### src/verilog/cal_ctrl_map.svh
// Register map, fields, reset values and timing counts of the calibration control bank.
// Assumes inclusion by bare name from the package and the design modules.
`ifndef CAL_CTRL_MAP_SVH
`define CAL_CTRL_MAP_SVH

// Printed offsets are register indices; byte address is four times the index
`define RUN_CTRL_IDX        8'h61
`define MODE_CFG_IDX        8'h62
`define OFFREF_CFG_IDX      8'h65
`define AVERAGING_IDX       8'h68
`define CAL_STATUS_IDX      8'h6A
`define RUN_CTRL_ADDR       12'h184
`define MODE_CFG_ADDR       12'h188
`define OFFREF_CFG_ADDR     12'h194
`define AVERAGING_ADDR      12'h1A0
`define CAL_STATUS_ADDR     12'h1A8

`define RUN_CTRL_RST        8'h01
`define MODE_CFG_RST        8'h01
`define OFFREF_CFG_RST      8'h01
`define AVERAGING_RST       8'h61

`define RUN_BIT             0
`define FG_SEL_BIT          0
`define BG_SEL_BIT          1
`define FG_OS_SEL_BIT       2
`define BG_OS_SEL_BIT       3
`define OFFREF_BIT          2
`define OFFSET_AVERAGE_DEPTH_HI           6
`define OFFSET_AVERAGE_DEPTH_LO           4
`define LIN_AVG_HI          2
`define LIN_AVG_LO          0
`define FOREGROUND_DONE_FLAG_BIT         0
`define STOPPED_BIT         1

`define DIV_RST_HOLD_CYC    4'h4
`define STEP_BASE_CYC       8'h10
`define SHIFT_W             3

`endif

### src/verilog/cal_ctrl_pkg.sv
// Types shared by the calibration control bank.
// Assumes the map header sits on the include path.
`include "cal_ctrl_map.svh"

package cal_ctrl_pkg;

    typedef enum logic [2:0] {
        ST_HOLD    = 3'b000,
        ST_CLEAR   = 3'b001,
        ST_FG_LIN  = 3'b010,
        ST_FG_OFFS = 3'b011,
        ST_BG_RUN  = 3'b100,
        ST_IDLE    = 3'b101
    } cal_state_e;

    typedef logic [7:0] reg8_t;

endpackage

### src/verilog/cal_step_timer.sv
// Step timer: counts the length of one calibration step scaled by an averaging depth.
// Assumes a start pulse from the sequencer; clock enable freezes it.
`timescale 1ns/1ps
`include "cal_ctrl_map.svh"

module cal_step_timer #(
    parameter int CNT_W = 16
) (
    // Clock and reset
    input  wire logic             i_clk,
    input  wire logic             i_arst_n,
    input  wire logic             i_ce,
    // Control
    input  wire logic             i_start,
    input  wire logic             i_abort,
    input  wire logic [2:0]       i_depth,
    output logic                  o_done
);

    typedef struct packed {
        logic [CNT_W-1:0] cnt;
        logic             busy;
        logic             done;
    } tmr_s;

    tmr_s tmr_q;
    tmr_s tmr_d;

    always_comb begin
        tmr_d      = tmr_q;
        tmr_d.done = 1'b0;
        if (i_abort) begin
            tmr_d.busy = 1'b0;
            tmr_d.cnt  = '0;
        end else if (i_start) begin
            // More averaging gives a longer step
            tmr_d.busy = 1'b1;
            tmr_d.cnt  = CNT_W'({`STEP_BASE_CYC, 8'h00} >> (`SHIFT_W'(7) - i_depth));
        end else if (tmr_q.busy) begin
            if (tmr_q.cnt == '0) begin
                tmr_d.busy = 1'b0;
                tmr_d.done = 1'b1;
            end else begin
                tmr_d.cnt = tmr_q.cnt - CNT_W'(1);
            end
        end
    end

    always_ff @(posedge i_clk or negedge i_arst_n) begin
        if (!i_arst_n) begin
            tmr_q <= '0;
        end else if (i_ce) begin
            tmr_q <= tmr_d;
        end
    end

    assign o_done = tmr_q.done;

endmodule

### src/verilog/cal_ctrl_regs.sv
// Calibration control registers with an APB slave and a small calibration sequencer.
// Assumes one clock, APB master in the same domain, link enable supplied by the system.
//
// Overview of operation
// RL1 - Run bit high lets calibration run, low holds the engine in reset, and it resets to one.
// RL2 - Clearing the run bit also resets the digital-block and serial-link clock dividers.
// RL3 - Software clears the run bit before rewriting protected calibration registers.
// RL4 - Software sets the run bit before enabling the serial link and disables the link before clearing it.
// RL5 - Software writes reserved fields with their reset values, the offset reference low bits as one.
// RL6 - Foreground select high resets values then runs foreground calibration, low resets and skips it.
// RL7 - Bit 1 of the mode register enables background calibration and resets to zero.
// RL8 - Background offset calibration runs only when background calibration is enabled too.
// RL9 - Foreground offset calibration runs only when foreground select is set, default off.
// RL10 - Offset reference zero calibrates toward mid-code.
// RL11 - Offset reference one aligns each primary converter to its spare converter.
// RL12 - Software selects the spare reference only while background calibration is enabled.
// RL13 - Bits 6 to 4 of the averaging register set offset averaging depth, reset six.
// RL14 - Bits 2 to 0 of the averaging register set linearity averaging depth, reset one.
// RL15 - Foreground-done status rises when foreground calibration completes or is skipped.
// RL16 - Each zero-to-one change of the run bit starts a new calibration sequence.
`timescale 1ns/1ps
`include "cal_ctrl_map.svh"

module cal_ctrl_regs #(
    parameter int ADDR_W = 12,
    parameter int CNT_W  = 16
) (
    // Clock, reset, enable
    input  wire logic              I_SYS_CLK,
    input  wire logic              I_ARST_N,
    input  wire logic              I_CE,
    // APB slave
    input  wire logic              I_PSEL,
    input  wire logic              I_PENABLE,
    input  wire logic              I_PWRITE,
    input  wire logic [ADDR_W-1:0] I_PADDR,
    input  wire logic [31:0]       I_PWDATA,
    output logic      [31:0]       O_PRDATA,
    output logic                   O_PREADY,
    output logic                   O_PSLVERR,
    // System status
    input  wire logic              I_SERIAL_LINK_ENABLE,
    // Calibration engine controls
    output logic                   O_CAL_ENGINE_RST,
    output logic                   O_DIV_RST,
    output logic                   O_CAL_VALUES_CLR,
    output logic                   O_FG_LIN_ACTIVE,
    output logic                   O_FG_OFFS_ACTIVE,
    output logic                   O_BG_ACTIVE,
    output logic                   O_BG_OFFS_ACTIVE,
    output logic                   O_OFFS_REF_SPARE,
    output logic      [2:0]        O_OFFSET_AVERAGE_DEPTH,
    output logic      [2:0]        O_LINEARITY_AVERAGE_DEPTH,
    output logic                   O_FOREGROUND_DONE_FLAG,
    output logic                   O_ORDER_VIOLATION
);

    typedef struct packed {
        cal_ctrl_pkg::reg8_t      run_ctrl;
        cal_ctrl_pkg::reg8_t      mode_cfg;
        cal_ctrl_pkg::reg8_t      offref_cfg;
        cal_ctrl_pkg::reg8_t      averaging;
        cal_ctrl_pkg::cal_state_e state;
        logic                     run_prev;
        logic [3:0]               div_cnt;
        logic                     foreground_done_flag;
        logic                     stopped;
        logic                     order_err;
        logic [31:0]              prdata;
        logic                     pready;
        logic                     pslverr;
        logic                     start;
        logic                     eng_rst;
        logic                     div_rst;
        logic                     clr;
        logic                     fg_lin;
        logic                     fg_offs;
        logic                     bg;
        logic                     bg_offs;
    } regs_s;

    regs_s q;
    regs_s d;
    logic  step_done;

    // Address decode, used for both read and write paths
    function automatic logic [2:0] reg_sel(input logic [ADDR_W-1:0] a);
        case (a)
            ADDR_W'(`RUN_CTRL_ADDR):   reg_sel = 3'h1;
            ADDR_W'(`MODE_CFG_ADDR):   reg_sel = 3'h2;
            ADDR_W'(`OFFREF_CFG_ADDR): reg_sel = 3'h3;
            ADDR_W'(`AVERAGING_ADDR):  reg_sel = 3'h4;
            ADDR_W'(`CAL_STATUS_ADDR): reg_sel = 3'h5;
            default:                   reg_sel = 3'h0;
        endcase
    endfunction

    wire logic       access = I_PSEL && I_PENABLE && !q.pready;
    wire logic [2:0] sel    = reg_sel(I_PADDR);
    wire logic       run    = q.run_ctrl[`RUN_BIT];
    wire logic       fg_sel = q.mode_cfg[`FG_SEL_BIT];
    wire logic       bg_sel = q.mode_cfg[`BG_SEL_BIT];
    wire logic [2:0] offset_average_depth = q.averaging[`OFFSET_AVERAGE_DEPTH_HI:`OFFSET_AVERAGE_DEPTH_LO];
    wire logic [2:0] ln_avg = q.averaging[`LIN_AVG_HI:`LIN_AVG_LO];
    wire logic [2:0] cur_depth = (q.state == cal_ctrl_pkg::ST_FG_OFFS) ? offset_average_depth : ln_avg;

    always_comb begin
        d         = q;
        d.pready  = 1'b0;
        d.pslverr = 1'b0;
        d.start   = 1'b0;
        d.run_prev = run;
        // APB access answers one cycle after the access phase begins
        if (access) begin
            d.pready = 1'b1;
            d.prdata = 32'h0000_0000;
            if (sel == 3'h0) begin
                d.pslverr = 1'b1;
            end else if (I_PWRITE) begin
                case (sel)
                    3'h1: d.run_ctrl   = I_PWDATA[7:0];
                    3'h2: d.mode_cfg   = I_PWDATA[7:0];
                    3'h3: d.offref_cfg = I_PWDATA[7:0];
                    3'h4: d.averaging  = I_PWDATA[7:0];
                    3'h5: d.pslverr    = 1'b1;
                    default: d.pslverr = 1'b1;
                endcase
                // Link must be off before the run bit clears
                if (sel == 3'h1 && !I_PWDATA[`RUN_BIT] && I_SERIAL_LINK_ENABLE) begin
                    d.order_err = 1'b1; // [RL4]
                end
            end else begin
                case (sel)
                    3'h1: d.prdata = {24'h000000, q.run_ctrl};
                    3'h2: d.prdata = {24'h000000, q.mode_cfg};
                    3'h3: d.prdata = {24'h000000, q.offref_cfg};
                    3'h4: d.prdata = {24'h000000, q.averaging};
                    3'h5: d.prdata = {30'h0000_0000, q.stopped, q.foreground_done_flag};
                    default: d.prdata = 32'h0000_0000;
                endcase
            end
        end
        // Run bit low freezes the engine and its dividers
        if (!run) begin
            d.state   = cal_ctrl_pkg::ST_HOLD; // [RL1]
            d.div_cnt = `DIV_RST_HOLD_CYC; // [RL2]
            d.foreground_done_flag = 1'b0;
            d.stopped = 1'b0;
        end else begin
            if (q.div_cnt != 4'h0) begin
                d.div_cnt = q.div_cnt - 4'h1;
            end
            case (q.state)
                cal_ctrl_pkg::ST_HOLD: begin
                    if (!q.run_prev) begin
                        d.state = cal_ctrl_pkg::ST_CLEAR; // [RL16]
                    end
                end
                cal_ctrl_pkg::ST_CLEAR: begin
                    // Values always cleared first, foreground optional
                    if (fg_sel) begin
                        d.state = cal_ctrl_pkg::ST_FG_LIN; // [RL6]
                        d.start = 1'b1;
                    end else begin
                        d.foreground_done_flag = 1'b1; // [RL15]
                        d.stopped = !bg_sel;
                        d.state   = bg_sel ? cal_ctrl_pkg::ST_BG_RUN : cal_ctrl_pkg::ST_IDLE;
                    end
                end
                cal_ctrl_pkg::ST_FG_LIN: begin
                    if (step_done) begin
                        if (q.mode_cfg[`FG_OS_SEL_BIT]) begin
                            d.state = cal_ctrl_pkg::ST_FG_OFFS; // [RL9]
                            d.start = 1'b1;
                        end else begin
                            d.foreground_done_flag = 1'b1; // [RL15]
                            d.stopped = !bg_sel;
                            d.state   = bg_sel ? cal_ctrl_pkg::ST_BG_RUN : cal_ctrl_pkg::ST_IDLE;
                        end
                    end
                end
                cal_ctrl_pkg::ST_FG_OFFS: begin
                    if (step_done) begin
                        d.foreground_done_flag = 1'b1; // [RL15]
                        d.stopped = !bg_sel;
                        d.state   = bg_sel ? cal_ctrl_pkg::ST_BG_RUN : cal_ctrl_pkg::ST_IDLE; // [RL7]
                    end
                end
                cal_ctrl_pkg::ST_BG_RUN: begin
                    if (!bg_sel) begin
                        d.state   = cal_ctrl_pkg::ST_IDLE;
                        d.stopped = 1'b1;
                    end
                end
                cal_ctrl_pkg::ST_IDLE: begin
                    d.state = cal_ctrl_pkg::ST_IDLE;
                end
                default: d.state = cal_ctrl_pkg::ST_HOLD;
            endcase
        end
        // Phase outputs registered from the next state, so no decode glitch reaches the engine
        d.eng_rst = (d.state == cal_ctrl_pkg::ST_HOLD);
        d.div_rst = (d.div_cnt != 4'h0);
        d.clr     = (d.state == cal_ctrl_pkg::ST_CLEAR);
        d.fg_lin  = (d.state == cal_ctrl_pkg::ST_FG_LIN);
        d.fg_offs = (d.state == cal_ctrl_pkg::ST_FG_OFFS);
        d.bg      = (d.state == cal_ctrl_pkg::ST_BG_RUN);
        // Background offset needs background enabled as well
        d.bg_offs = (d.state == cal_ctrl_pkg::ST_BG_RUN) && d.mode_cfg[`BG_OS_SEL_BIT]; // [RL8]
    end

    always_ff @(posedge I_SYS_CLK or negedge I_ARST_N) begin
        if (!I_ARST_N) begin
            q            <= '0;
            q.run_ctrl   <= `RUN_CTRL_RST; // [RL1]
            q.mode_cfg   <= `MODE_CFG_RST; // [RL6]
            q.offref_cfg <= `OFFREF_CFG_RST;
            q.averaging  <= `AVERAGING_RST; // [RL13] [RL14]
            q.run_prev   <= 1'b0;
            q.state      <= cal_ctrl_pkg::ST_HOLD;
            q.eng_rst    <= 1'b1;
        end else if (I_CE) begin
            q <= d;
        end
    end

    cal_step_timer #(
        .CNT_W    (CNT_W)
    ) u_timer (
        .i_clk    (I_SYS_CLK),
        .i_arst_n (I_ARST_N),
        .i_ce     (I_CE),
        .i_start  (q.start),
        .i_abort  (!run),
        .i_depth  (cur_depth),
        .o_done   (step_done)
    );

    // Outputs come straight from state flip-flops
    assign O_PRDATA                  = q.prdata;
    assign O_PREADY                  = q.pready;
    assign O_PSLVERR                 = q.pslverr;
    assign O_CAL_ENGINE_RST          = q.eng_rst; // [RL1]
    assign O_DIV_RST                 = q.div_rst; // [RL2]
    assign O_CAL_VALUES_CLR          = q.clr;
    assign O_FG_LIN_ACTIVE           = q.fg_lin;
    assign O_FG_OFFS_ACTIVE          = q.fg_offs;
    assign O_BG_ACTIVE               = q.bg;
    assign O_BG_OFFS_ACTIVE          = q.bg_offs;
    // Zero selects mid-code target, one the spare converter
    assign O_OFFS_REF_SPARE          = q.offref_cfg[`OFFREF_BIT]; // [RL10] [RL11]
    assign O_OFFSET_AVERAGE_DEPTH    = offset_average_depth; // [RL13]
    assign O_LINEARITY_AVERAGE_DEPTH = ln_avg; // [RL14]
    assign O_FOREGROUND_DONE_FLAG    = q.foreground_done_flag;
    assign O_ORDER_VIOLATION         = q.order_err;
endmodule

### config.mk
export PLATFORM = sky130hd
export DESIGN_NAME = cal_ctrl_regs
export DESIGN_NICKNAME = d
export VERILOG_FILES = /design/src/verilog/cal_ctrl_pkg.sv /design/src/verilog/cal_step_timer.sv /design/src/verilog/cal_ctrl_regs.sv
export VERILOG_INCLUDE_DIRS = /design/src /design/src/verilog
export SDC_FILE = /design/constraint.sdc
export NUM_CORES = 1
export LEC_CHECK = 0
export ABC_AREA = 1
export CAP_MARGIN = 20
export CORE_ASPECT_RATIO = 1.4
export CORE_UTILIZATION = 55
export DETAILED_ROUTE_END_ITERATION = 16
export DONT_BUFFER_PORTS = 1
export GPL_ROUTABILITY_DRIVEN = 0
export MAX_ROUTING_LAYER = met4
export PLACE_DENSITY = 0.73
export SYNTH_ARGS = -nofsm -noshare
export SYNTH_HDL_FRONTEND = slang
export SYNTH_SLANG_ARGS = --single-unit
### constraint.sdc
create_clock -name I_SYS_CLK -period 1.8 [get_ports I_SYS_CLK]
set_clock_uncertainty 0.2 [all_clocks]
set_input_delay 0.36 -clock I_SYS_CLK [delete_from_list [all_inputs] [get_ports I_SYS_CLK]]
set_output_delay 0.36 -clock I_SYS_CLK [all_outputs]
set_load 0.1 [all_outputs]
Word-level counts from Yosys, hierarchy flattened

Cells that the tools add are included.
W data, S select, Z words.

Flip-flop bits (word level): 103
Bits in latches: 0
RAM bits: 0
Bits in read-only memories: 0
Bits of input ports: 51
Output and inout port bits: 50
Logic and storage cells: 127
Memories kept: 0

$add $sub $neg: 3
Multipliers: 0
Divide/modulo/power cells: 0
Order comparisons: 0
Eq/ne operators: 28
Shift operators: 1
Multiplexer cells: 45
Bitwise logic cells: 1
Reductions and logical operators: 24

Operators by type and width:

| kind                    | number |
|---|---|
| $eq A12 B9 Y1 const B   | 5 |
| $mux W20                | 3 |
| $pmux W8 S5             | 1 |
| $mux W17                | 2 |
| $mux W8                 | 4 |
| $reduce_and A5 Y1       | 5 |
| $mux W3                 | 8 |
| $eq A3 B2 Y1 const B    | 6 |
| $mux W18                | 1 |
| $pmux W3 S6             | 1 |
| $logic_not A16 Y1       | 1 |
| $mux W16                | 1 |
| $shr A13 B3 Y16 const A | 1 |
| $sub A16 B1 Y16 const B | 1 |
| $eq A3 B3 Y1 const B    | 5 |
| $pmux W3 S5             | 1 |
| $mux W2                 | 6 |
| $ne A3 B3 Y1 const B    | 4 |
| $mux W1                 | 11 |
| $eq A3 B1 Y1 const B    | 3 |
| $logic_not A3 Y1        | 3 |
| $ne A3 B2 Y1 const B    | 3 |
| $mux W4                 | 2 |
| $reduce_bool A4 Y1      | 2 |
| 16 further kinds        | 22 |

Longest topological paths before layout

Gate-level depths: netlist (run 1).

Word-level depth: 8
Mapped depth: 13
Gate-level depth less buffers: 13

By module

Synthesis (run 1) repeated with hierarchy kept, for this count alone.

Cells, all modules: 643
Area, all modules: 4802.1 um^2

By module, submodules not included:

| module         | times used | cells an instance | area an instance (um^2) | sequential area each (um^2) |
|---|---|---|---|---|
| cal_ctrl_regs  | 1          | 450               | 3569.7                  | 1535.2 |
| cal_step_timer | 1          | 193               | 1232.4                  | 450.4 |

Worst setup path before layout (run 1)

No wires, ideal clock.

Path type: reg2reg
Start: register q (netlist bit O_PREADY)
End: register q (netlist bit O_OFFS_REF_SPARE)
Setup time: 0.122 ns
Arrival time: 1.864 ns
Data required time: 1.478 ns
Path slack: -0.387 ns
Cell stages (with the launch flop): 9
Path buffers: 0
Clock period less this slack: 2.187 ns
Path through: dfrtp_1 inv_1 nand3_1 nor2_2 inv_1 nor2_8 nand3_4 nand2_1 nand2_1

Word-level cells in the longest chain between the ends: 3

RTL lines:

| element                     | RTL line            | text |
|---|---|---|
| start: declaration          | cal_ctrl_regs.sv:82 | `regs_s q;` |
| $logic_not A1 Y1            | cal_ctrl_regs.sv:98 | `wire logic access = I_PSEL && I_PENABLE && !q.pready;` |
| $logic_and A1 B1 Y1         | cal_ctrl_regs.sv:98 |  |
| $reduce_and A5 Y1 (no line) | -                   |  |

Every way passes these cells.
A chain may end at the register's enable or synchronous reset.

Worst setup path in the final report (run 1)

Start: register u_timer.tmr_q[2] (netlist bit)
End: register u_timer.tmr_q[15] (netlist bit)

Word-level cells in the longest chain between the ends: 5
Elaborated cells on any way between the ends: 8
Classes of those cells: add/sub (1); eq/ne (1); mux (4); reduce/logical (2)

RTL lines:

| element                  | RTL line             | text |
|---|---|---|
| start: declaration       | cal_step_timer.sv:26 | `tmr_s tmr_q;` |
| start signal: assignment | cal_step_timer.sv:53 | `tmr_q <= tmr_d;` |
| $sub A16 B1 Y16          | cal_step_timer.sv:44 | `tmr_d.cnt = tmr_q.cnt - CNT_W'(1);` |
| $mux W16                 | cal_step_timer.sv:40 | `if (tmr_q.cnt == '0) begin` |
| $mux W18                 | cal_step_timer.sv:39 | `end else if (tmr_q.busy) begin` |
| $mux W17                 | cal_step_timer.sv:35 | `end else if (i_start) begin` |
| $mux W17                 | cal_step_timer.sv:32 | `if (i_abort) begin` |

Several ways; a longest one is shown, not always the timed one. The select of a mux whose other input is x is not followed.

==> impl_metrics.csv, run 1 <==
group,metric,value,unit
routing,ant_nets,0,
sta,layout_min_cycle_time,1.79,ns
critical_path,cp-end-kind,"flip-flop",
placed_design,place_inst,782,
layout,multi_input_area,2500,um2
logic_synthesis,yosys_warnings,0,
pwr,p_total,7.31,mW
sta,maxSlewHeadroom,0.386,
placed_design,io_buffers,0,
placed_design,post_dp_cell_area,5170,um2
clock_network,clk_pin_slew,0.06,ns
sta,period_share,0.994,
outcome,violations,"hold timing",
layout,final_cell_area,5830,um2
logic_synthesis,ys_seq_elements,79,
layout,fillers,698,
global_routing,grt_overflow,0,
routing,via_per_inst,5.44,
routing,wl_per_cell,15.3,um
routing,drt_first_pass_iters,5,
sta,setup_tns,0,ns
critical_path,critPathKind,"reg -> reg",
sta,hold_ws,-0.487,ns
critical_path,r2r_start,"u_timer.tmr_q[2]",
global_routing,grt_first_pass_wirelength,19800,um
pwr,vdd_drop_max,0.892,mV
die,die_w,81.0,um
critical_path,rr_endpoint,"u_timer.tmr_q[15]",
critical_path,ff2ff_path_depth,9,
critical_path,cp-start-kind,"flip-flop",
sta,finalSetupViolCount,0,
placed_design,dp_hpwl,8570,um
critical_path,critPathRequiredTime,1.82,ns
clock_network,clock-sinks,79,
sta,fin_ws,0.0105,ns
routing,vias,4458,
pwr,power.leakage,2.98,nW
clock_network,cts_buffer_depth,2,
clock_network,clk_latency,0.34,ns
global_routing,grt_pass1_vias,4307,
global_routing,grt_antenna_before_repair,0,
global_routing,grt_max_degree,80,
pwr,powerDensity,1250,nW/um2
logic_synthesis,syn_area_per_cell,7.50,um2
placed_design,preCtsSetupSlack,-0.0999,ns
routing,wl,12500,um
layout,fin_cells,819,
layout,antennaDiodeCount,0,
layout,seqCellArea,2000,um2
routing,drc,0,
clock_network,cts-htree-levels,3,
sta,tightest_slew,0.917,ns
run,maxCapViolCount,0,
routing,detail_route.iter0.violations,243,
layout,areaGrowthSynthToFinish,21.4,%
die,coreArea,8510,um2
layout,layout-drive-gt1-share,0.272,
sta,fmax,0.559,GHz
layout,final_cell_mix,"213 x nand2_1, 66 x buf_4, 65 x dfrtp_1",
clock_network,cts_tree,"built",
outcome,outcome,"complete, but fails checks",
global_routing,track_usage,0.294,
die,start_util,0.564,
die,die_area,9110,um2
sta,grt_setup_unrepaired,"true",
clock_network,cts_made_buffers,9,
logic_synthesis,syn_area,4800,um2
clock_network,cts_root_buf,"clkbuf_16",
critical_path,crit_path_max_fanout,3,
layout,postLayoutCoreUtil,0.685,
die,num_rows,40,
logic_synthesis,synth_edf_count,0,
critical_path,reg2reg_slack,0.01,ns
layout,final_nets,762,
sta,maxSlewViolCount,0,
die,dieHeight,113,um
logic_synthesis,ys_types,43,
logic_synthesis,syn_inst,640,
critical_path,arrival,1.81,ns
logic_synthesis,synth_flop_cell,"dfrtp_1",
logic_synthesis,async_reset_ff_frac,1.00,
hold_path,hold_class,"in -> async",
layout,final_common_cell,"nand2_1",
sta,hold_viol_final,79,
die,ioPinCount,101,
logic_synthesis,synth-seq-area-share,0.413,
-- power breakdown --
part	switching, mW	leakage [nW]	internal (mW)	total [mW]
logic	2.08	1.81	1.17	3.25
registers	0.338	1.02	2.06	2.40
clock network	0.701	0.139	0.959	1.66
total	3.12	2.98	4.19	7.31
-- metal layers --
metal | track usage | wire length, um | up-vias
met3 | 0.0577 | 562 | 40
li1 | - | - | 2157
met1 | 0.335 | 4870 | 2113
met2 | 0.490 | 6640 | 148
met5 | - | 0 | -
met4 | 0.135 | 453 | 0
-- sequential cells by signal, summed over array words and instances, names as in the netlist --
register / flops
u_timer.tmr_q: 17
O_PSLVERR: 1
O_PRDATA: 8
O_BG_ACTIVE: 1
O_FOREGROUND_DONE_FLAG: 1
O_OFFSET_AVERAGE_DEPTH: 3
O_OFFS_REF_SPARE: 1
q: 32
O_ORDER_VIOLATION: 1
bg_sel: 1
O_FG_LIN_ACTIVE: 1
O_FG_OFFS_ACTIVE: 1
fg_sel: 1
d: 1
O_LINEARITY_AVERAGE_DEPTH: 3
O_CAL_ENGINE_RST: 1
O_PREADY: 1
O_CAL_VALUES_CLR: 1
u_timer.o_done: 1
O_DIV_RST: 1
O_BG_OFFS_ACTIVE: 1
-- cells in the mapped netlist (5+ instances only) --
master | instances | area share
a21oi_1 | 15 | 0.016
nand2_1 | 222 | 0.17
nand4_1 | 22 | 0.029
o21ai_0 | 26 | 0.027
nor2_2 | 8 | 0.010
buf_4 | 38 | 0.059
nor3_1 | 5 | 0.0052
inv_1 | 52 | 0.041
nor2_1 | 39 | 0.030
dfstp_2 | 7 | 0.038
inv_2 | 11 | 0.0086
o21ai_1 | 14 | 0.015
dfrtp_1 | 72 | 0.38
nand3_1 | 39 | 0.041
o21ai_2 | 11 | 0.020
-- cells by family (layout without fill, tap and decap cells) --
family                     after synthesis  count (layout)  synth area share
AOI/OAI and AO/OA                       85              85             0.109
xor gates and xnor gates                 4               4           0.00730
adders and majority gates                2               2           0.00521
buffers and inverters                  113             164             0.124
DFF                                     79              79             0.413
other                                    1              24          0.000781
and+or+nand+nor                        356             356             0.341
-- timing repair --
item	4_1_cts	5_1_grt
buffers inserted	2	9
hold buffers	11	1
setup endpoints to repair	18	32
pin swaps	7	20
endpoints found under the hold margin	118	80
gates resized for setup	11	54
-- worst max-delay path: stages (launching register included) --
cell	delay (ns)
dfrtp_1	0.42
inv_2	0.09
ha_4	0.16
nand2_4	0.07
nor2_8	0.11
nand4_1	0.19
nand2_2	0.16
nand2_2	0.07
nand3_2	0.10
o21ai_1	0.09
-- worst max path at each step --
stage                startpoint                end  depth (start not counted)
2_1_floorplan          O_PREADY   O_OFFS_REF_SPARE                          8
3_3_place_gp   u_timer.tmr_q[2]  u_timer.tmr_q[13]                         10
3_5_place_dp   u_timer.tmr_q[2]  u_timer.tmr_q[13]                         10
4_1_cts        u_timer.tmr_q[3]  u_timer.tmr_q[17]                          9
5_1_grt                   q[45]          O_DIV_RST                          7
6_report       u_timer.tmr_q[2]  u_timer.tmr_q[15]                          9
-- final cells by class --
type                       count  share of cell area
multi-input combinational    471               0.429
sequential                    79               0.342
timing repair buffer          84               0.119
clock buffer                  11              0.0416
inverter                      64              0.0412
tap                          105              0.0225
clock inverter                 5             0.00429
No activity file was read; power rests on OpenSTA's default activity.
==> run 2, diff against run 1 <==
--- a/config.mk
+++ b/config.mk
@@ -10,11 +10,13 @@
 export CAP_MARGIN = 20
 export CORE_ASPECT_RATIO = 1.4
 export CORE_UTILIZATION = 55
+export CTS_BUF_LIST = sky130_fd_sc_hd__clkbuf_16
 export DETAILED_ROUTE_END_ITERATION = 16
 export DONT_BUFFER_PORTS = 1
 export GPL_ROUTABILITY_DRIVEN = 0
 export MAX_ROUTING_LAYER = met4
 export PLACE_DENSITY = 0.73
+export SLEW_MARGIN = 25
 export SYNTH_ARGS = -nofsm -noshare
 export SYNTH_HDL_FRONTEND = slang
 export SYNTH_SLANG_ARGS = --single-unit
==> run 2 against run 1 <==
The flow finishes with violations (hold timing, setup timing). Worst setup slack got worse by 0.096 ns. Combinational power decreased by 7.7%. Via count decreased by 0.47%. Routed wire length decreased by 2.3%. Power decreased by 4.2%. Count of clock-buffer cells in the layout decreased by 2. Non-clock buffer count decreased by 2. First-iteration DRC count increased by 8.6%. Sequential power about the same. Largest cell class unchanged. Highest routed layer unchanged.
==> impl_metrics.csv, run 2 (synthesis results as in run 1) <==
group,metric,value,unit
clock_network,cts-htree-levels,3,
layout,antennaDiodeCount,0,
run,maxCapViolCount,0,
die,start_util,0.564,
critical_path,arrival,1.91,ns
placed_design,io_buffers,0,
layout,final_common_cell,"nand2_1",
routing,wl,12200,um
sta,grt_setup_unrepaired,"true",
critical_path,critPathRequiredTime,1.83,ns
layout,largest-register,"q",
layout,final_cell_mix,"217 x nand2_1, 67 x dfrtp_1, 65 x buf_4",
hold_path,hold_class,"in -> async",
routing,drt_first_pass_iters,5,
global_routing,track_usage,0.288,
global_routing,grt_antenna_before_repair,0,
pwr,p_total,7.00,mW
layout,final_nets,760,
routing,via_per_inst,5.43,
clock_network,cts_tree,"built",
routing,drc,0,
critical_path,crit_path_max_fanout,6,
critical_path,critPathKind,"reg -> reg",
sta,maxSlewViolCount,0,
routing,wl_per_cell,15.0,um
global_routing,grt_first_pass_wirelength,19500,um
sta,hold_ws,-0.486,ns
sta,maxSlewHeadroom,0.463,
sta,layout_min_cycle_time,1.89,ns
die,die_w,81.0,um
clock_network,clock-sinks,79,
die,die_area,9110,um2
routing,detail_route.iter0.violations,264,
global_routing,grt_overflow,0,
critical_path,cp-start-kind,"flip-flop",
clock_network,clk_latency,0.34,ns
die,ioPinCount,101,
sta,fin_ws,-0.0855,ns
clock_network,clk_pin_slew,0.06,ns
global_routing,grt_max_degree,80,
sta,period_share,1.05,
layout,layout-drive-gt1-share,0.244,
clock_network,cts_root_buf,"clkbuf_16",
outcome,violations,"hold timing, setup timing",
routing,ant_nets,0,
die,coreArea,8510,um2
pwr,powerDensity,1220,nW/um2
clock_network,cts_buffer_depth,2,
placed_design,dp_hpwl,8570,um
layout,areaGrowthSynthToFinish,19.2,%
die,num_rows,40,
layout,largest_register_ffs,32,
pwr,vdd_drop_max,0.781,mV
outcome,outcome,"complete, but fails checks",
sta,finalSetupViolCount,3,
critical_path,cp-end-kind,"flip-flop",
sta,tightest_slew,0.802,ns
die,dieHeight,113,um
routing,vias,4437,
clock_network,cts_made_buffers,9,
pwr,power.leakage,2.95,nW
global_routing,grt_pass1_vias,4302,
sta,fmax,0.530,GHz
sta,hold_viol_final,80,
run 2: path summary, 6_finish.rpt:
path / from / to / slack [ns] / cells past startpoint
setup reg to reg: u_timer.tmr_q[2] / u_timer.tmr_q[6] / -0.09 / 8
min in group I_SYS_CLK: I_CE / q[67] / -0.01 / 2
hold / removal: I_ARST_N / u_timer.tmr_q[3] / -0.49 / 0
setup / recovery: u_timer.tmr_q[2] / u_timer.tmr_q[6] / -0.09 / 8
hold reg to reg: q[76] / q[76] / 0.27 / 2
max in group asynchronous: I_ARST_N / O_OFFSET_AVERAGE_DEPTH[2] / 1.68 / 0
run 2: what timing repair did:
action,in CTS,in global routing
setup buffers,2,6
endpoints found under the hold margin,119,95
cloned,0,0
resized for setup,12,29
setup endpoints to repair,18,30
hold buffers,10,2
pin swaps,7,19
run 2: metal layers:
metal,track usage,share of wire
met5,-,0
met1,0.318,0.39
met3,0.0577,0.046
met4,0.132,0.032
met2,0.489,0.53
run 2: area by class of cell:
type	instances	area, um2
Clock buffer	9	225
Inverter	64	243
Sequential cell	79	1990
Multi-Input combinational cell	471	2420
Timing Repair Buffer	82	673
Fill cell	716	2780
Tap cell	105	131
Clock inverter	7	32.5
run 2: per-stage QoR:
| stage | TNS, ns | setup slack [ns] | std cells | utilization | instance area (um2) |
|---|---|---|---|---|---|
| final | -0.146 | -0.0855 | 817 | 0.673 | 5720 |
| after global routing | -2.00 | -0.194 | 817 | 0.673 | 5720 |
| after CTS | 0 | 0.000463 | 809 | 0.655 | 5580 |
| after detailed placement | -1.34 | -0.0999 | 782 | 0.608 | 5170 |
| after global placement | -0.336 | -0.0532 | 782 | 0.608 | 5170 |
| after floorplan | 0 | 0.00409 | 663 | - | 4910 |
run 2: where the power goes:
group,internal (mW),total (mW),switching (mW)
Combinational,1.08,3.00,1.92
Clock,0.910,1.62,0.710
Sequential,2.06,2.38,0.321
run 2: worst max-delay path: stages, from the launching register on:
cell	delay, ns
dfrtp_1	0.42
inv_2	0.09
ha_4	0.16
nand2_4	0.07
nor2_8	0.09
nand4_1	0.21
nand4_1	0.31
buf_4	0.17
o21ai_2	0.05
